<file path="src/verilog/serial_rx_pkg.sv">
// package: register map, field positions and state types of the serial port block
//Behaviour
//(RQ1) tx inserts parity after data, before stop
//(RQ2) tx disable waits for shifter and buffer empty
//(RQ3) disabled tx releases serial output pin
//(RQ4) rx enable takes over serial input pin
//(RQ5) sync mode samples on transfer clock pin
//(RQ6) shift bits to first stop, ignore second
//(RQ7) first stop moves frame into receive buffer
//(RQ8) unused upper data bits read zero
//(RQ9) ninth bit and error flags stored per frame
//(RQ10) data read advances receive fifo
//(RQ11) receive complete flag means unread data
//(RQ12) rx disable flushes buffer, clears flag
//(RQ13) irq requested while enable and flag set
//(RQ14) error flags ignore software writes
//(RQ15) error flags raise no interrupt
//(RQ16) software writes zero to error flags
//(RQ17) frame error follows first stop bit only
//(RQ18) overrun on start with buffer and shifter full
//(RQ19) overrun clears on successful transfer
//(RQ20) rx parity checked, odd/even by type bit
//(RQ21) parity error per frame, valid until read
//(RQ22) parity disabled reads parity error zero
//(RQ23) software reads status before data
//(RQ24) type bit zero even, one odd
//(RQ25) reset: fifo empty, flags zero, rx/tx off
package serial_rx_pkg;
  localparam logic [7:0] ADDR_DATA   = 8'h00;
  localparam logic [7:0] ADDR_STATUS = 8'h04;
  localparam logic [7:0] ADDR_CTRL   = 8'h08;
  localparam logic [7:0] ADDR_FMT    = 8'h0c;
  localparam logic [7:0] ADDR_BAUD   = 8'h10;

  localparam int STAT_RXC  = 7;
  localparam int STAT_UDRE = 5;
  localparam int STAT_FE   = 4;
  localparam int STAT_DOR  = 3;
  localparam int STAT_UPE  = 2;

  localparam int CTL_RXCIE = 7;
  localparam int CTL_RXEN  = 4;
  localparam int CTL_TRANSMITTER_ENABLE  = 3;
  localparam int CTL_SZ2   = 2;
  localparam int CTL_RXB8  = 1;
  localparam int CTL_TXB8  = 0;

  localparam int FMT_SYNC  = 6;
  localparam int FMT_PEN   = 5;
  localparam int FMT_PTYPE = 4;
  localparam int FMT_STOP2 = 3;
  localparam int FMT_SZ_HI = 2;
  localparam int FMT_SZ_LO = 1;

  localparam int         BAUD_W    = 12;
  localparam logic [2:0] SZ_NINE   = 3'h7;
  localparam logic [3:0] BITS_BASE = 4'h5;
  localparam logic [3:0] BITS_NINE = 4'h9;
  localparam logic [1:0] FIFO_FULL = 2'h2;

  typedef enum logic [2:0] {
    R_IDLE  = 3'b000,
    R_START = 3'b001,
    R_DATA  = 3'b010,
    R_PAR   = 3'b011,
    R_STOP  = 3'b100
  } rx_state_e;

  typedef enum logic [2:0] {
    T_IDLE  = 3'b000,
    T_START = 3'b001,
    T_DATA  = 3'b010,
    T_PAR   = 3'b011,
    T_STOP1 = 3'b100,
    T_STOP2 = 3'b101
  } tx_state_e;

  typedef struct packed {
    logic       fe;
    logic       dor;
    logic       upe;
    logic [8:0] data;
  } rx_entry_s;

  typedef struct packed {
    logic                pready;
    logic                pslverr;
    logic [31:0]         prdata;
    logic                rxcie;
    logic                rxen;
    logic                transmitter_enable_sw;
    logic                transmitter_enable_eff;
    logic                txb8;
    logic                sync;
    logic                pen;
    logic                ptype;
    logic                stop2;
    logic [2:0]          csize;
    logic [BAUD_W-1:0]   baud;
    rx_state_e           rst;
    logic [BAUD_W-1:0]   rcnt;
    logic [3:0]          ridx;
    logic [8:0]          rsh;
    logic                rpar;
    logic                rprev;
    logic                xprev;
    logic                hold_v;
    rx_entry_s           hold;
    logic                dor_pend;
    rx_entry_s [1:0]     fifo;
    logic [1:0]          count;
    tx_state_e           tst;
    logic [BAUD_W-1:0]   tcnt;
    logic [3:0]          tidx;
    logic [8:0]          tsh;
    logic                tbuf_v;
    logic [8:0]          tbuf;
    logic                txd;
    logic                rx_irq;
  } core_s;
endpackage : serial_rx_pkg

</file>
<file path="src/verilog/serial_rx_parity_tx_disable.sv">
// serial port receiver with fifo, tx parity insertion and deferred tx disable, apb slave
//
// Local design decisions: the APB register port and the placing of the registers.
`timescale 1ns/1ps
module serial_rx_parity_tx_disable
  import serial_rx_pkg::*;
#(
  parameter logic [BAUD_W-1:0] BAUD_RST = 12'h000f
)
(
  input  wire logic        pclk,              // system clock
  input  wire logic        presetn,           // async reset, active low
  input  wire logic        psel,              // apb select
  input  wire logic        penable,           // apb access phase
  input  wire logic        pwrite,            // apb direction
  input  wire logic [7:0]  paddr,             // apb byte address
  input  wire logic [31:0] pwdata,            // apb write data
  output logic      [31:0] prdata,            // apb read data
  output logic             pready,            // apb ready
  output logic             pslverr,           // apb error, unmapped address
  input  wire logic        serial_in_pin,     // receive line
  input  wire logic        transfer_clock_pin, // external transfer clock
  output logic             serial_out_pin,    // transmit line
  output logic             tx_pin_override,   // tx owns the output pin
  output logic             rx_pin_override,   // rx owns the input pin
  output logic             rx_irq             // receive complete request
);

  core_s q;
  core_s n;

  // reserved size codes alias onto the 5 to 7 bit widths
  function automatic logic [3:0] char_bits(input logic [2:0] sz);
    return (sz == SZ_NINE) ? BITS_NINE : 4'(BITS_BASE + {2'b00, sz[1:0]});
  endfunction : char_bits

  // odd selects inverted parity so the frame carries an odd count of ones
  function automatic logic par_of(input logic [8:0] d, input logic [3:0] nb,
                                  input logic odd);
    logic p;
    p = odd; // RQ24
    for (int i = 0; i < 9; i++)
    begin
      if (4'(i) < nb)
        p = p ^ d[i];
    end
    return p;
  endfunction : par_of

  function automatic logic mapped(input logic [7:0] a);
    return (a == ADDR_DATA) || (a == ADDR_STATUS) || (a == ADDR_CTRL) ||
           (a == ADDR_FMT) || (a == ADDR_BAUD);
  endfunction : mapped

  // a start while the fifo stays full and a frame already waits loses the held frame
  function automatic logic overrun_hit(input logic [1:0] cnt, input logic held);
    return (cnt == FIFO_FULL) && held;
  endfunction : overrun_hit

  logic       acc;
  logic [3:0] nbits;
  logic       rstrobe;
  logic       tstrobe;
  logic       xrise;
  rx_entry_s  ent;
  logic [31:0] rd;

  always_comb
  begin
    n       = q;
    acc     = psel && penable;
    nbits   = char_bits(q.csize);
    // transfer clock is sampled on pclk, so it must run well below pclk/2
    xrise   = transfer_clock_pin && !q.xprev;
    // in sync mode both directions step on the same transfer clock edge
    rstrobe = q.sync ? xrise : (q.rcnt == '0); // RQ5
    tstrobe = q.sync ? xrise : (q.tcnt == '0);
    ent     = '0;
    rd      = '0;
    n.pready  = 1'b0;
    n.pslverr = 1'b0;
    n.rprev   = serial_in_pin;
    n.xprev   = transfer_clock_pin;

    // read value captured one cycle before completion
    unique case (paddr)
      ADDR_DATA:
        rd[7:0] = q.fifo[0].data[7:0]; // RQ8
      ADDR_STATUS:
      begin
        rd[STAT_RXC]  = (q.count != '0); // RQ11
        rd[STAT_UDRE] = !q.tbuf_v;
        rd[STAT_FE]   = q.fifo[0].fe; // RQ17
        rd[STAT_DOR]  = q.fifo[0].dor;
        rd[STAT_UPE]  = q.fifo[0].upe && q.pen; // RQ21 RQ22
      end
      ADDR_CTRL:
      begin
        rd[CTL_RXCIE] = q.rxcie;
        rd[CTL_RXEN]  = q.rxen;
        rd[CTL_TRANSMITTER_ENABLE]  = q.transmitter_enable_sw;
        rd[CTL_SZ2]   = q.csize[2];
        rd[CTL_RXB8]  = q.fifo[0].data[8]; // RQ9
        rd[CTL_TXB8]  = q.txb8;
      end
      ADDR_FMT:
      begin
        rd[FMT_SYNC]  = q.sync;
        rd[FMT_PEN]   = q.pen;
        rd[FMT_PTYPE] = q.ptype;
        rd[FMT_STOP2] = q.stop2;
        rd[FMT_SZ_HI] = q.csize[1];
        rd[FMT_SZ_LO] = q.csize[0];
      end
      ADDR_BAUD:
        rd[BAUD_W-1:0] = q.baud;
      default:
        rd = '0;
    endcase

    if (acc && !q.pready)
    begin
      n.pready  = 1'b1;
      // unmapped offsets answer with an error and zero data
      n.pslverr = !mapped(paddr);
      n.prdata  = rd;
    end

    // effects at the completing edge; status writes are dropped
    if (acc && q.pready && pwrite)
    begin
      unique case (paddr)
        ADDR_DATA:
        begin
          // writes with no room or no transmitter are dropped, not queued
          if (q.transmitter_enable_eff && !q.tbuf_v)
          begin
            n.tbuf   = {q.txb8, pwdata[7:0]};
            n.tbuf_v = 1'b1;
          end
        end
        ADDR_CTRL:
        begin
          n.rxcie    = pwdata[CTL_RXCIE];
          n.rxen     = pwdata[CTL_RXEN];
          n.transmitter_enable_sw  = pwdata[CTL_TRANSMITTER_ENABLE];
          n.csize[2] = pwdata[CTL_SZ2];
          n.txb8     = pwdata[CTL_TXB8];
          if (pwdata[CTL_TRANSMITTER_ENABLE])
            n.transmitter_enable_eff = 1'b1;
        end
        ADDR_FMT:
        begin
          n.sync     = pwdata[FMT_SYNC];
          n.pen      = pwdata[FMT_PEN];
          n.ptype    = pwdata[FMT_PTYPE];
          n.stop2    = pwdata[FMT_STOP2];
          n.csize[1] = pwdata[FMT_SZ_HI];
          n.csize[0] = pwdata[FMT_SZ_LO];
        end
        ADDR_BAUD:
          n.baud = pwdata[BAUD_W-1:0];
        default:
          n.baud = n.baud; // RQ14
      endcase
    end

    // fifo pop on data read
    if (acc && q.pready && !pwrite && (paddr == ADDR_DATA) && (q.count != '0))
    begin
      n.fifo[0] = q.fifo[1]; // RQ10
      n.count   = 2'(q.count - 2'h1);
    end

    // receiver
    if (!rstrobe)
      n.rcnt = 12'(q.rcnt - 12'h001);
    else
      n.rcnt = q.baud;
    unique case (q.rst)
      R_IDLE:
      begin
        if (!q.sync && q.rprev && !serial_in_pin)
        begin
          n.rst  = R_START;
          // first look lands half a bit in, near the middle of start
          n.rcnt = q.baud >> 1;
        end
        else if (q.sync && rstrobe && !serial_in_pin)
        begin
          n.rst = R_DATA;
          n.ridx = '0;
          n.rsh  = '0;
          // judged after this cycle's pop so a freed slot is not taken as overrun
          if (overrun_hit(n.count, q.hold_v))
            n.dor_pend = 1'b1; // RQ18
        end
      end

      R_START:
      begin
        if (rstrobe)
        begin
          // high at mid start: a glitch, not a frame
          if (serial_in_pin)
            n.rst = R_IDLE;
          else
          begin
            n.rst  = R_DATA;
            n.ridx = '0;
            n.rsh  = '0; // RQ8
            if (overrun_hit(n.count, q.hold_v))
              n.dor_pend = 1'b1; // RQ18
          end
        end
      end

      R_DATA:
      begin
        if (rstrobe)
        begin
          n.rsh[q.ridx] = serial_in_pin; // RQ6
          n.ridx        = 4'(q.ridx + 4'h1);
          if (4'(q.ridx + 4'h1) == nbits)
            n.rst = q.pen ? R_PAR : R_STOP;
        end
      end

      R_PAR:
      begin
        if (rstrobe)
        begin
          n.rpar = serial_in_pin;
          n.rst  = R_STOP;
        end
      end

      R_STOP:
      begin
        if (rstrobe)
        begin
          // only the first stop bit is looked at; idle waits out a second one
          ent.fe   = !serial_in_pin; // RQ17 RQ6
          ent.upe  = q.pen && (q.rpar != par_of(q.rsh, nbits, q.ptype)); // RQ20 RQ21
          ent.data = q.rsh; // RQ9
          // a newer frame overwrites a waiting one; that is the frame overrun loses
          n.hold   = ent; // RQ7
          n.hold_v = 1'b1;
          n.rst    = R_IDLE;
        end
      end

      default:
        n.rst = R_IDLE;
    endcase

    // a held frame moves in as soon as there is room
    if (n.hold_v && (n.count != FIFO_FULL))
    begin
      n.fifo[n.count[0]]     = n.hold; // RQ7
      n.fifo[n.count[0]].dor = n.dor_pend;
      n.dor_pend             = 1'b0; // RQ19
      n.hold_v               = 1'b0;
      n.count                = 2'(n.count + 2'h1);
    end

    // disabling is immediate: a frame in flight is dropped along with the fifo
    if (!n.rxen)
    begin
      n.count    = '0; // RQ12
      n.hold_v   = 1'b0;
      n.dor_pend = 1'b0;
      n.rst      = R_IDLE;
    end

    // transmitter
    if (!tstrobe)
      n.tcnt = 12'(q.tcnt - 12'h001);
    else
      n.tcnt = q.baud;
    unique case (q.tst)
      T_IDLE:
      begin
        n.txd = 1'b1;
        // a frame already buffered still goes out after the enable is cleared
        if (q.tbuf_v && q.transmitter_enable_eff)
        begin
          n.tsh    = q.tbuf;
          n.tbuf_v = 1'b0;
          n.tidx   = '0;
          n.tcnt   = q.baud;
          n.txd    = 1'b0;
          n.tst    = T_START;
        end
      end

      T_START:
      begin
        if (tstrobe)
        begin
          n.txd = q.tsh[0];
          n.tst = T_DATA;
        end
      end

      T_DATA:
      begin
        if (tstrobe)
        begin
          n.tidx = 4'(q.tidx + 4'h1);
          if (4'(q.tidx + 4'h1) == nbits)
          begin
            n.tst = q.pen ? T_PAR : T_STOP1;
            n.txd = q.pen ? par_of(q.tsh, nbits, q.ptype) : 1'b1; // RQ1
          end
          else
            n.txd = q.tsh[4'(q.tidx + 4'h1)];
        end
      end

      T_PAR:
      begin
        if (tstrobe)
        begin
          n.txd = 1'b1;
          n.tst = T_STOP1;
        end
      end

      T_STOP1:
      begin
        if (tstrobe)
          // a second stop only lengthens the gap before the next start
          n.tst = q.stop2 ? T_STOP2 : T_IDLE;
      end

      T_STOP2:
      begin
        if (tstrobe)
          n.tst = T_IDLE;
      end

      default:
        n.tst = T_IDLE;
    endcase

    // clearing the enable is only a request; the pin stays owned until all is sent
    if (!n.transmitter_enable_sw && (n.tst == T_IDLE) && !n.tbuf_v)
      n.transmitter_enable_eff = 1'b0; // RQ2

    // error flags never feed the request
    n.rx_irq = n.rxcie && (n.count != '0); // RQ13 RQ15
  end

  always_ff @(posedge pclk or negedge presetn)
  begin
    if (!presetn)
    begin
      q      <= '0; // RQ25
      // line idles high; the divisor starts at its default rate
      q.txd  <= 1'b1;
      q.baud <= BAUD_RST;
    end
    else
      q <= n;
  end

  assign prdata          = q.prdata;
  assign pready          = q.pready;
  assign pslverr         = q.pslverr;
  assign serial_out_pin  = q.txd;
  assign tx_pin_override = q.transmitter_enable_eff; // RQ3
  assign rx_pin_override = q.rxen; // RQ4
  assign rx_irq          = q.rx_irq;

endmodule : serial_rx_parity_tx_disable

</file>
<file path="config.mk">
export PLATFORM = sky130hd
export DESIGN_NAME = serial_rx_parity_tx_disable
export DESIGN_NICKNAME = d
export VERILOG_FILES = /design/src/verilog/serial_rx_pkg.sv /design/src/verilog/serial_rx_parity_tx_disable.sv
export SDC_FILE = /design/constraint.sdc
export NUM_CORES = 1
export LEC_CHECK = 0
export BUFFER_PORTS_ARGS = -buffer_cell sky130_fd_sc_hd__clkbuf_2
export CAP_MARGIN = 40
export CELL_PAD_IN_SITES_DETAIL_PLACEMENT = 1
export CELL_PAD_IN_SITES_GLOBAL_PLACEMENT = 2
export CORE_AREA = 2 2 149 151
export DETAILED_ROUTE_END_ITERATION = 10
export DIE_AREA = 0 0 151 153
export PLACE_DENSITY_LB_ADDON = 0.25
export SYNTH_ARGS = -nofsm -noshare
export SYNTH_HDL_FRONTEND = slang
export SYNTH_SLANG_ARGS = --single-unit
export TNS_END_PERCENT = 5
</file>
<file path="constraint.sdc">
create_clock -name pclk -period 3.3 [get_ports pclk]
set_input_delay 0.165 -clock pclk [delete_from_list [all_inputs] [get_ports pclk]]
set_output_delay 0.165 -clock pclk [all_outputs]
set_load 0.1 [all_outputs]
</file>
==> results of run 1 <==
## final timing paths
check,start,to
worst max-delay path,q[96],q[90]
worst min-delay path,pwdata[0],q[2]
worst max register to register,q[96],q[90]
worst min register to register,q[5],q[15]
max in group asynchronous,presetn,q[113]
min in group asynchronous,presetn,q[93]
## final cells by class
| class | instances | area, um^2 |
|---|---|---|
| clock inverter | 13 | 251 |
| inverter | 35 | 131 |
| sequential | 148 | 3710 |
| multi-input combinational | 575 | 3680 |
| timing repair buffer | 70 | 452 |
| tap | 280 | 350 |
| fill | 2446 | 12500 |
| clock buffer | 19 | 443 |
## cells in the mapped netlist (3+ instances only)
| master | number | area, um^2 |
|---|---|---|
| a211oi_1 | 18 | 135 |
| a21boi_0 | 3 | 22.5 |
| a21oi_1 | 60 | 300 |
| a221oi_1 | 3 | 26.3 |
| a22o_1 | 5 | 43.8 |
| a311o_1 | 3 | 30.0 |
| a31o_1 | 8 | 70.1 |
| a31oi_1 | 6 | 37.5 |
| a32o_1 | 3 | 30.0 |
| and3_1 | 7 | 43.8 |
| buf_1 | 5 | 18.8 |
| buf_2 | 8 | 40.0 |
| buf_4 | 32 | 240 |
| clkbuf_1 | 25 | 93.8 |
| dfrtp_1 | 143 | 3580 |
| dfstp_2 | 5 | 131 |
| ha_1 | 13 | 163 |
| inv_1 | 35 | 131 |
| mux2_2 | 35 | 394 |
| mux2i_1 | 16 | 160 |
| nand2_1 | 103 | 387 |
| nand2b_1 | 7 | 43.8 |
| nand3_1 | 21 | 105 |
| nor2_1 | 49 | 184 |
| nor2b_1 | 16 | 100 |
| nor3_1 | 17 | 85.1 |
| nor3b_1 | 6 | 45.0 |
| nor4_1 | 6 | 37.5 |
| o21ai_0 | 53 | 265 |
| o31ai_1 | 3 | 22.5 |
| or2_2 | 3 | 18.8 |
| or3_1 | 8 | 50.1 |
| or4_1 | 3 | 22.5 |
| xnor2_1 | 33 | 289 |
| xor2_1 | 10 | 87.6 |
## state kept, by name, summed over array words and instances (netlist names)
signal / flops
q: 130
prdata: 12
pready: 1
pslverr: 1
rx_irq: 1
rx_pin_override: 1
serial_out_pin: 1
tx_pin_override: 1
## per-layer routing
layer	wire [um]	GRT usage, %	part of all wire, %	vias to the layer above
met5	0	0	0	-
met4	365	6.32	1.7	0
met3	525	3.55	2.4	26
met2	11100	33.7	51	66
met1	9760	25.5	45	3037
li1	-	-	-	2843
## what timing repair did
action | CTS | global route
hold buffers | 7 | 0
hold endpoints to repair | 76 | 0
buffers inserted | 0 | 0
resized for setup | 0 | 0
## cell usage in the layout, fill, tap and decap left out, types with 20 or more instances in the layout
cell type and n:
mux2_2 35, nand2_1 103, a21oi_1 60, o21ai_0 53, inv_1 35, xnor2_1 33
dfrtp_1 143, conb_1 20, clkbuf_2 43, nor2_1 49, nand3_1 21
## logic make-up after synthesis
kind of cell | count (synthesis) | synth area share [%]
simple gates | 262 | 16.4
buf+inv | 106 | 6.83
compound gates | 183 | 14.6
flops | 148 | 47.3
xor+xnor | 44 | 5.09
mux | 53 | 7.64
fa+ha+maj | 13 | 2.07
other cells | 1 | 0.0478
## power groups by stage
stage / Combinational (mW) / Clock [mW] / Sequential, mW
finish: 0.959 / 2.32 / 2.13
global route: 1.07 / 2.44 / 2.15
CTS: 0.972 / 2.36 / 2.12
detailed placement: 0.949 / 0 / 2.15
global placement: 0.917 / 0 / 2.14
floorplan: 0.697 / 0 / 2.17
==> results.json, run 1 <==
{
  "status": "finished clean",
  "crit_path_cell_trace": "inv_1 > ha_1 > or4b_1 > o31ai_4 > a211oi_1 > a311o_1 > nor3b_4 > a21oi_1 > a31o_1",
  "final_cell_area_um2": 9020,
  "timing.slew.headroom_pct": 51.0,
  "first_global_vias": 6397,
  "grt_max_degree": 79,
  "swShare_pct": 28.9,
  "grt_overflow_total": 0,
  "die_x_um": 151,
  "dpl_cell_area_um2": 8250,
  "worst-r2r-cell-count": 9,
  "synth_area_per_cell_um2": 9.68,
  "rows": 54,
  "max_stage_delay_ps": 570,
  "seq_area_frac_synth_pct": 47.3,
  "slew_violations": 0,
  "cts_buffers": 17,
  "die_h_um": 153,
  "cp_max_fo": 10,
  "clkPwrFrac_pct": 42.9,
  "worst_pin_slew_ps": 732,
  "p_seq_share_pct": 39.3,
  "drc": 0,
  "holdWs_ps": 39.1,
  "gp_congestion": 0.824,
  "total_power_mw": 5.40,
  "io_buffers": 44,
  "clk_pin_slew_ps": 70,
  "cp.depth": 9,
  "instances_no_fill": 1140,
  "routedWlPerCell_um": 19.1,
  "diodes": 0,
  "fin_setup_tns_ps": 0,
  "synth.cell_area_um2": 7840,
  "drt-initial-drc-count": 250,
  "grt_usage_pct": 19.8,
  "cts_tree": "built",
  "htreeDepth": 4,
  "cts-root-buf": "clkbuf_16",
  "max-cap-violations": 0,
  "max_freq_mhz": 329,
  "ir_drop_mv": 0.322,
  "worst_skew_pair.late_latency_ps": 430,
  "layout_min_cycle_time_ps": 3040,
  "share_comb_of_total_power_pct": 17.7,
  "fin_nets": 907,
  "grt_antenna_before_repair": 0,
  "syn_inst": 810,
  "initial_utilization_pct": 36.5,
  "pre_cts_slack_ps": 267,
  "p_per_area_nw_per_um2": 599,
  "cpMaxStageDelayCell": "or4b_1",
  "grt_pass1_wl_mm": 35.2,
  "antenna_left": 0,
  "ys_warn_count": 0,
  "crit_type": "flip-flop to flip-flop",
  "cellInternalPower_mw": 3.84,
  "yosysUniqueCellTypes": 66,
  "die_area_um2": 23100,
  "fp.coreArea_um2": 21500,
  "setup_viol": 0,
  "hold_path_class": "primary input to flip-flop",
  "rsz0062_at_grt": "no",
  "finalClockSkew_ps": 13.0,
  "cts_buffer_depth": 2,
  "critPathArrivalTime_ps": 3360,
  "dp.cells": 1101,
  "fin_ws_ps": 260,
  "finalCritPeriodShare_pct": 92.1,
  "synth-edff-count": 0,
  "ioPinCount": 85,
  "synth-seq-cells": 148,
  "path_buf_inv": 1,
  "whs_path_depth": 2,
  "netSwitchingPower_mw": 1.56,
  "ys_async_sr_fraction_pct": 100,
  "start_kind": "flip-flop",
  "crit_family": "compound AO/OA/AOI/OAI gates",
  "power.leakage_nw": 4.25,
  "dp_hpwl_mm": 15.5,
  "synthToLayoutAreaGrowth_pct": 15.0,
  "vias": 5972,
  "cp-end-kind": "flip-flop",
  "synth-main-ff-cell": "dfrtp_1",
  "hold_viol": 0,
  "drive_gt1_share_pct": 17.7,
  "routed_wl_mm": 21.8,
  "viasPerCell": 5.24,
  "cts_sinks": 148,
  "r2r_setup_slack_ps": 260,
  "first_pass_iters": 4,
  "cp_data_required_time_ps": 3620,
  "fin_util_pct": 42.0
}
Note: power is estimated with default switching activity, not from simulation.
==> run 2: changes to the inputs <==
Settings changed: CORE_AREA 2 2 149 151 to 2 2 145 147, CTS_BUF_LIST set to sky130_fd_sc_hd__clkbuf_2, DIE_AREA 0 0 151 153 to 0 0 147 149.
==> run 2 against run 1 <==
Net effect:
- sequential power about the same
- critical path type unchanged
- combinational power is 2.1% higher
- highest routed layer unchanged
- global-route usage is 1.0 points higher
- non-clock buffer count is 16 higher
==> results.json, run 2 (same netlist as run 1, synthesis figures left out) <==
{
  "post_cts_buffers": 0,
  "cts_buffers": 17,
  "routedWlPerCell_um": 19.0,
  "antenna_left": 0,
  "start_kind": "flip-flop",
  "routed_wl_mm": 21.9,
  "rsz0062_at_grt": "no",
  "dp_hpwl_mm": 15.4,
  "final_common_cell": "dfrtp_1",
  "holdPathEnd": "prdata[5]",
  "drive_gt1_share_pct": 17.5,
  "grt_overflow_total": 0,
  "hold_viol": 0,
  "cellInternalPower_mw": 2.80,
  "reg2reg_from": "q[96]",
  "finalClockSkew_ps": 47.5,
  "critPathArrivalTime_ps": 3820,
  "grt_antenna_before_repair": 1,
  "io_buffers": 44,
  "netSwitchingPower_mw": 1.57,
  "viasPerCell": 5.24,
  "cts_tree": "built",
  "gp_congestion": 0.839,
  "regMostFlops": "q",
  "initial_utilization_pct": 38.1,
  "p_seq_share_pct": 48.7,
  "worst_pin_slew_ps": 734,
  "die_area_um2": 21900,
  "clk_pin_slew_ps": 280,
  "cp_max_fo": 10,
  "whs_path_depth": 6,
  "share_comb_of_total_power_pct": 22.4,
  "r2r_setup_slack_ps": 170,
  "setup_viol": 0,
  "crit_type": "flip-flop to flip-flop",
  "largest_register_ffs": 130,
  "grt_pass1_wl_mm": 35.3,
  "die_x_um": 147,
  "worst_r2r_endpoint": "q[90]",
  "swShare_pct": 35.8,
  "fin_util_pct": 42.8,
  "final_cell_mix": "143 x dfrtp_1, 103 x nand2_1, 60 x a21oi_1, 60 x clkbuf_2, 53 x o21ai_0",
  "vias": 6033,
  "final_cell_area_um2": 8790,
  "max-cap-violations": 0,
  "first_pass_iters": 8,
  "finalCritPeriodShare_pct": 94.7,
  "ioPinCount": 85,
  "rows": 53,
  "die_h_um": 149,
  "htreeDepth": 4,
  "layout_min_cycle_time_ps": 3130,
  "worst_skew_pair.late_latency_ps": 770,
  "status": "finished clean",
  "timing.slew.headroom_pct": 50.9,
  "grt_max_degree": 69,
  "cts_sinks": 148,
  "first_global_vias": 6393,
  "power.leakage_nw": 4.15,
  "holdWs_ps": 68.1,
  "slew_violations": 0,
  "fin_setup_tns_ps": 0,
  "cp-end-kind": "flip-flop",
  "dpl_cell_area_um2": 8240,
  "synthToLayoutAreaGrowth_pct": 12.1,
  "grt_usage_pct": 20.8,
  "cts_buffer_depth": 2,
  "drt-initial-drc-count": 311,
  "ir_drop_mv": 0.186,
  "drc": 0,
  "fin_nets": 923,
  "cp_data_required_time_ps": 3990,
  "hold_path_class": "primary input to flip-flop",
  "hp-start": "paddr[7]",
  "clkPwrFrac_pct": 28.9,
  "worst-r2r-cell-count": 9,
  "max_freq_mhz": 320,
  "p_per_area_nw_per_um2": 497,
  "cts-root-buf": "clkbuf_2",
  "fp.coreArea_um2": 20600
}
-- run 2: changes by cell type in the layout (fill, tap and decap cells not counted), sizes merged --
cell / delta
dlygate4sd3: +16
inv: +7
bufinv: -4
clkinv: -3
clkbuf: -2
clkinvlp: +2
diode: +1
-- run 2: power groups by stage --
stage	clock network [mW]	registers, mW	logic [mW]
2_1_floorplan	0	2.17	0.697
3_3_place_gp	0	2.15	0.917
3_5_place_dp	0	2.16	0.955
4_1_cts	1.30	2.13	0.988
5_1_grt	1.38	2.16	1.10
6_report	1.26	2.13	0.979
-- run 2: cell type report --
| class | instances | area (um^2) |
|---|---|---|
| diodes | 1 | 2.50 |
| clock buffers | 17 | 85.1 |
| clock inverters | 15 | 210 |
| fillers | 2391 | 11800 |
| inverters | 35 | 131 |
| multi-input cells | 575 | 3680 |
| flip-flops and latches | 148 | 3710 |
| well taps | 275 | 344 |
| repair buffers | 86 | 628 |
-- run 2: critical path: stages, from the launching register on --
cell	delay, ps
dfrtp_1	490
inv_1	70
ha_1	200
or4b_1	580
o31ai_4	370
a211oi_1	130
a311o_1	480
nor3b_4	400
a21oi_1	120
a31o_1	200
-- run 2: per-stage QoR --
| stage | total power, mW | worst slack, ps | cells |
|---|---|---|---|
| after floorplan | 2.87 | 363 | 829 |
| after detailed placement | 3.12 | 227 | 1095 |
| after global routing | 4.63 | 3.81 | 1152 |
| after global placement | 3.06 | 305 | 1095 |
| after CTS | 4.42 | 98.2 | 1151 |
| final | 4.37 | 174 | 1152 |
-- run 2: layer usage --
metal / up-vias / part of all wire [%] / track usage [%] / routed length, um
met2: 65 / 51 / 36.5 / 11100
li1: 2879 / - / - / -
met3: 22 / 1.8 / 2.81 / 398
met5: - / 0 / 0 / 0
met1: 3067 / 46 / 27.0 / 10000
met4: 0 / 1.5 / 6.39 / 321
-- run 2: worst max-delay path by stage --
stage               startpoint      to  slack, ps  depth (start not counted)
floorplan               pready   q[47]        360                         11
global placement         q[96]   q[91]        300                         10
detailed placement       q[96]  rx_irq        230                         10
CTS                      q[96]   q[55]        100                         11
global route             q[96]   q[88]          4                          9
finish                   q[96]   q[90]        170                          9
-- run 2: timing repair --
item                                   in CTS  in global routing
setup endpoints to repair                   0                  2
gates resized for setup                     0                  1
hold buffers                               24                  0
endpoints found under the hold margin     162                  0
==> run 3: changes to the inputs <==
Settings changed: CORE_AREA 2 2 145 147 to 5 5 148 150, DIE_AREA 0 0 147 149 to 0 0 153 155.
==> run 3 against run 2 <==
Net effect:
- clock power about the same
- power fell by 1.1%
- hold slack worse by 51 ps
- non-clock buffer count decreased by 5
- utilization shrank 0.33 points
- clock skew down 5.0 ps
- clock-buffer cell count did not move
- global-route usage decreased by 2.2 points
- largest cell class unchanged
- largest power group unchanged
- highest routed layer unchanged
==> results.json, run 3 (same netlist as run 1, synthesis figures left out) <==
{
  "rsz0062_at_grt": "no",
  "max_stage_delay_ps": 560,
  "grt_max_degree": 86,
  "drc": 0,
  "share_comb_of_total_power_pct": 22.0,
  "final_common_cell": "dfrtp_1",
  "p_per_area_nw_per_um2": 495,
  "cp-end-kind": "flip-flop",
  "fp.coreArea_um2": 20600,
  "timing.slew.headroom_pct": 43.7,
  "cts_buffer_depth": 2,
  "cp_max_fo": 10,
  "layout_min_cycle_time_ps": 3090,
  "setup_viol": 0,
  "grt_usage_pct": 18.6,
  "rows": 53,
  "worst_pin_slew_ps": 845,
  "ir_drop_mv": 0.238,
  "p_seq_share_pct": 49.3,
  "vias": 5977,
  "slew_violations": 0,
  "initial_utilization_pct": 38.1,
  "synthToLayoutAreaGrowth_pct": 11.3,
  "cts-root-buf": "clkbuf_2",
  "die_h_um": 155,
  "die_area_um2": 23700,
  "worst-r2r-cell-count": 9,
  "holdWs_ps": 16.8,
  "hold_path_class": "primary input to async pin",
  "cts_buffers": 17,
  "fin_ws_ps": 208,
  "max-cap-violations": 0,
  "power.leakage_nw": 4.12,
  "htreeDepth": 4,
  "pre_cts_slack_ps": 243,
  "first_global_vias": 6383,
  "io_buffers": 44,
  "antenna_left": 0,
  "cts_resized": 0,
  "start_kind": "flip-flop",
  "swShare_pct": 34.3,
  "clk_pin_slew_ps": 260,
  "critPathArrivalTime_ps": 3740,
  "hold_viol": 0,
  "worst_skew_pair.late_latency_ps": 760,
  "clkPwrFrac_pct": 28.7,
  "cpMaxStageDelayCell": "or4b_1",
  "dp_hpwl_mm": 15.5,
  "cp_data_required_time_ps": 3950,
  "crit_type": "flip-flop to flip-flop",
  "viasPerCell": 5.21,
  "routed_wl_mm": 21.5,
  "largest_register_ffs": 130,
  "routedWlPerCell_um": 18.8,
  "ioPinCount": 85,
  "fin_nets": 918,
  "grt_antenna_before_repair": 1,
  "cts_tree": "built",
  "gp_congestion": 0.792,
  "finalCritPeriodShare_pct": 93.7,
  "grt_overflow_total": 0,
  "first_pass_iters": 4,
  "drive_gt1_share_pct": 17.2,
  "drt-initial-drc-count": 215,
  "netSwitchingPower_mw": 1.48,
  "fin_util_pct": 42.4,
  "fin_setup_tns_ps": 0,
  "die_x_um": 153,
  "finalClockSkew_ps": 42.5,
  "cts_sinks": 148,
  "max_freq_mhz": 323,
  "regMostFlops": "q",
  "final_cell_mix": "143 x dfrtp_1, 103 x nand2_1, 60 x a21oi_1, 60 x clkbuf_2, 53 x o21ai_0",
  "grt_pass1_wl_mm": 35.3,
  "cellInternalPower_mw": 2.84,
  "status": "finished clean",
  "crit_path_cell_trace": "inv_1 > ha_1 > or4b_1 > o31ai_4 > a211oi_1 > a311o_1 > nor3b_4 > a21oi_1 > a31o_1"
}
==> run 3: path summary, 6_finish.rpt <==
kind / startpoint / endpoint / slack (ps)
worst max-delay path: q[96] / q[89] / 210
worst min-delay path: presetn / q[34] / 20
worst max register to register: q[96] / q[89] / 210
worst min register to register: q[8] / q[18] / 470
max in group asynchronous: presetn / q[111] / 2340
min in group pclk: pwrite / q[132] / 70
==> run 3: final cells by class <==
class | instances | area [um^2]
clock buffers | 17 | 85.1
flip-flops and latches | 148 | 3710
repair buffers | 81 | 567
well taps | 275 | 344
diodes | 1 | 2.50
clock inverters | 15 | 204
multi-input cells | 575 | 3680
fillers | 2389 | 11800
inverters | 35 | 131
==> run 3: stage by stage <==
stage | cells | power [mW] | area [um^2]
floorplan | 829 | 2.87 | 7910
global placement | 1093 | 3.05 | 8220
detailed placement | 1093 | 3.10 | 8220
CTS | 1145 | 4.37 | 8710
global route | 1147 | 4.58 | 8720
finish | 1147 | 4.32 | 8720
==> run 3: timing repair <==
action	CTS	global route
hold buffers	20	0
hold endpoints to repair	141	0
endpoints found under the setup margin	0	1
buffers inserted	0	1
==> run 3: routing by layer <==
metal	vias to the layer above	track usage, %	part of all wire (%)
met4	0	5.69	2.0
met3	28	3.06	2.6
li1	2867	-	-
met2	73	32.4	51
met1	3009	24.0	45
met5	-	0	0
==> run 3: power groups by stage <==
stage / Combinational [mW] / Sequential (mW) / Clock [mW]
after floorplan: 0.697 / 2.17 / 0
after global placement: 0.908 / 2.15 / 0
after detailed placement: 0.944 / 2.16 / 0
after CTS: 0.967 / 2.13 / 1.28
after global routing: 1.07 / 2.15 / 1.36
final: 0.951 / 2.13 / 1.24
==> run 3: critical path: cells and delay by family, from the launching register on <==
family / cells / cell delay (ps)
buffers and inverters: 1 / 70
AOI/OAI and AO/OA: 5 / 1270
and+or+nand+nor: 2 / 980
DFF: 1 / 470
adders and majority gates: 1 / 190
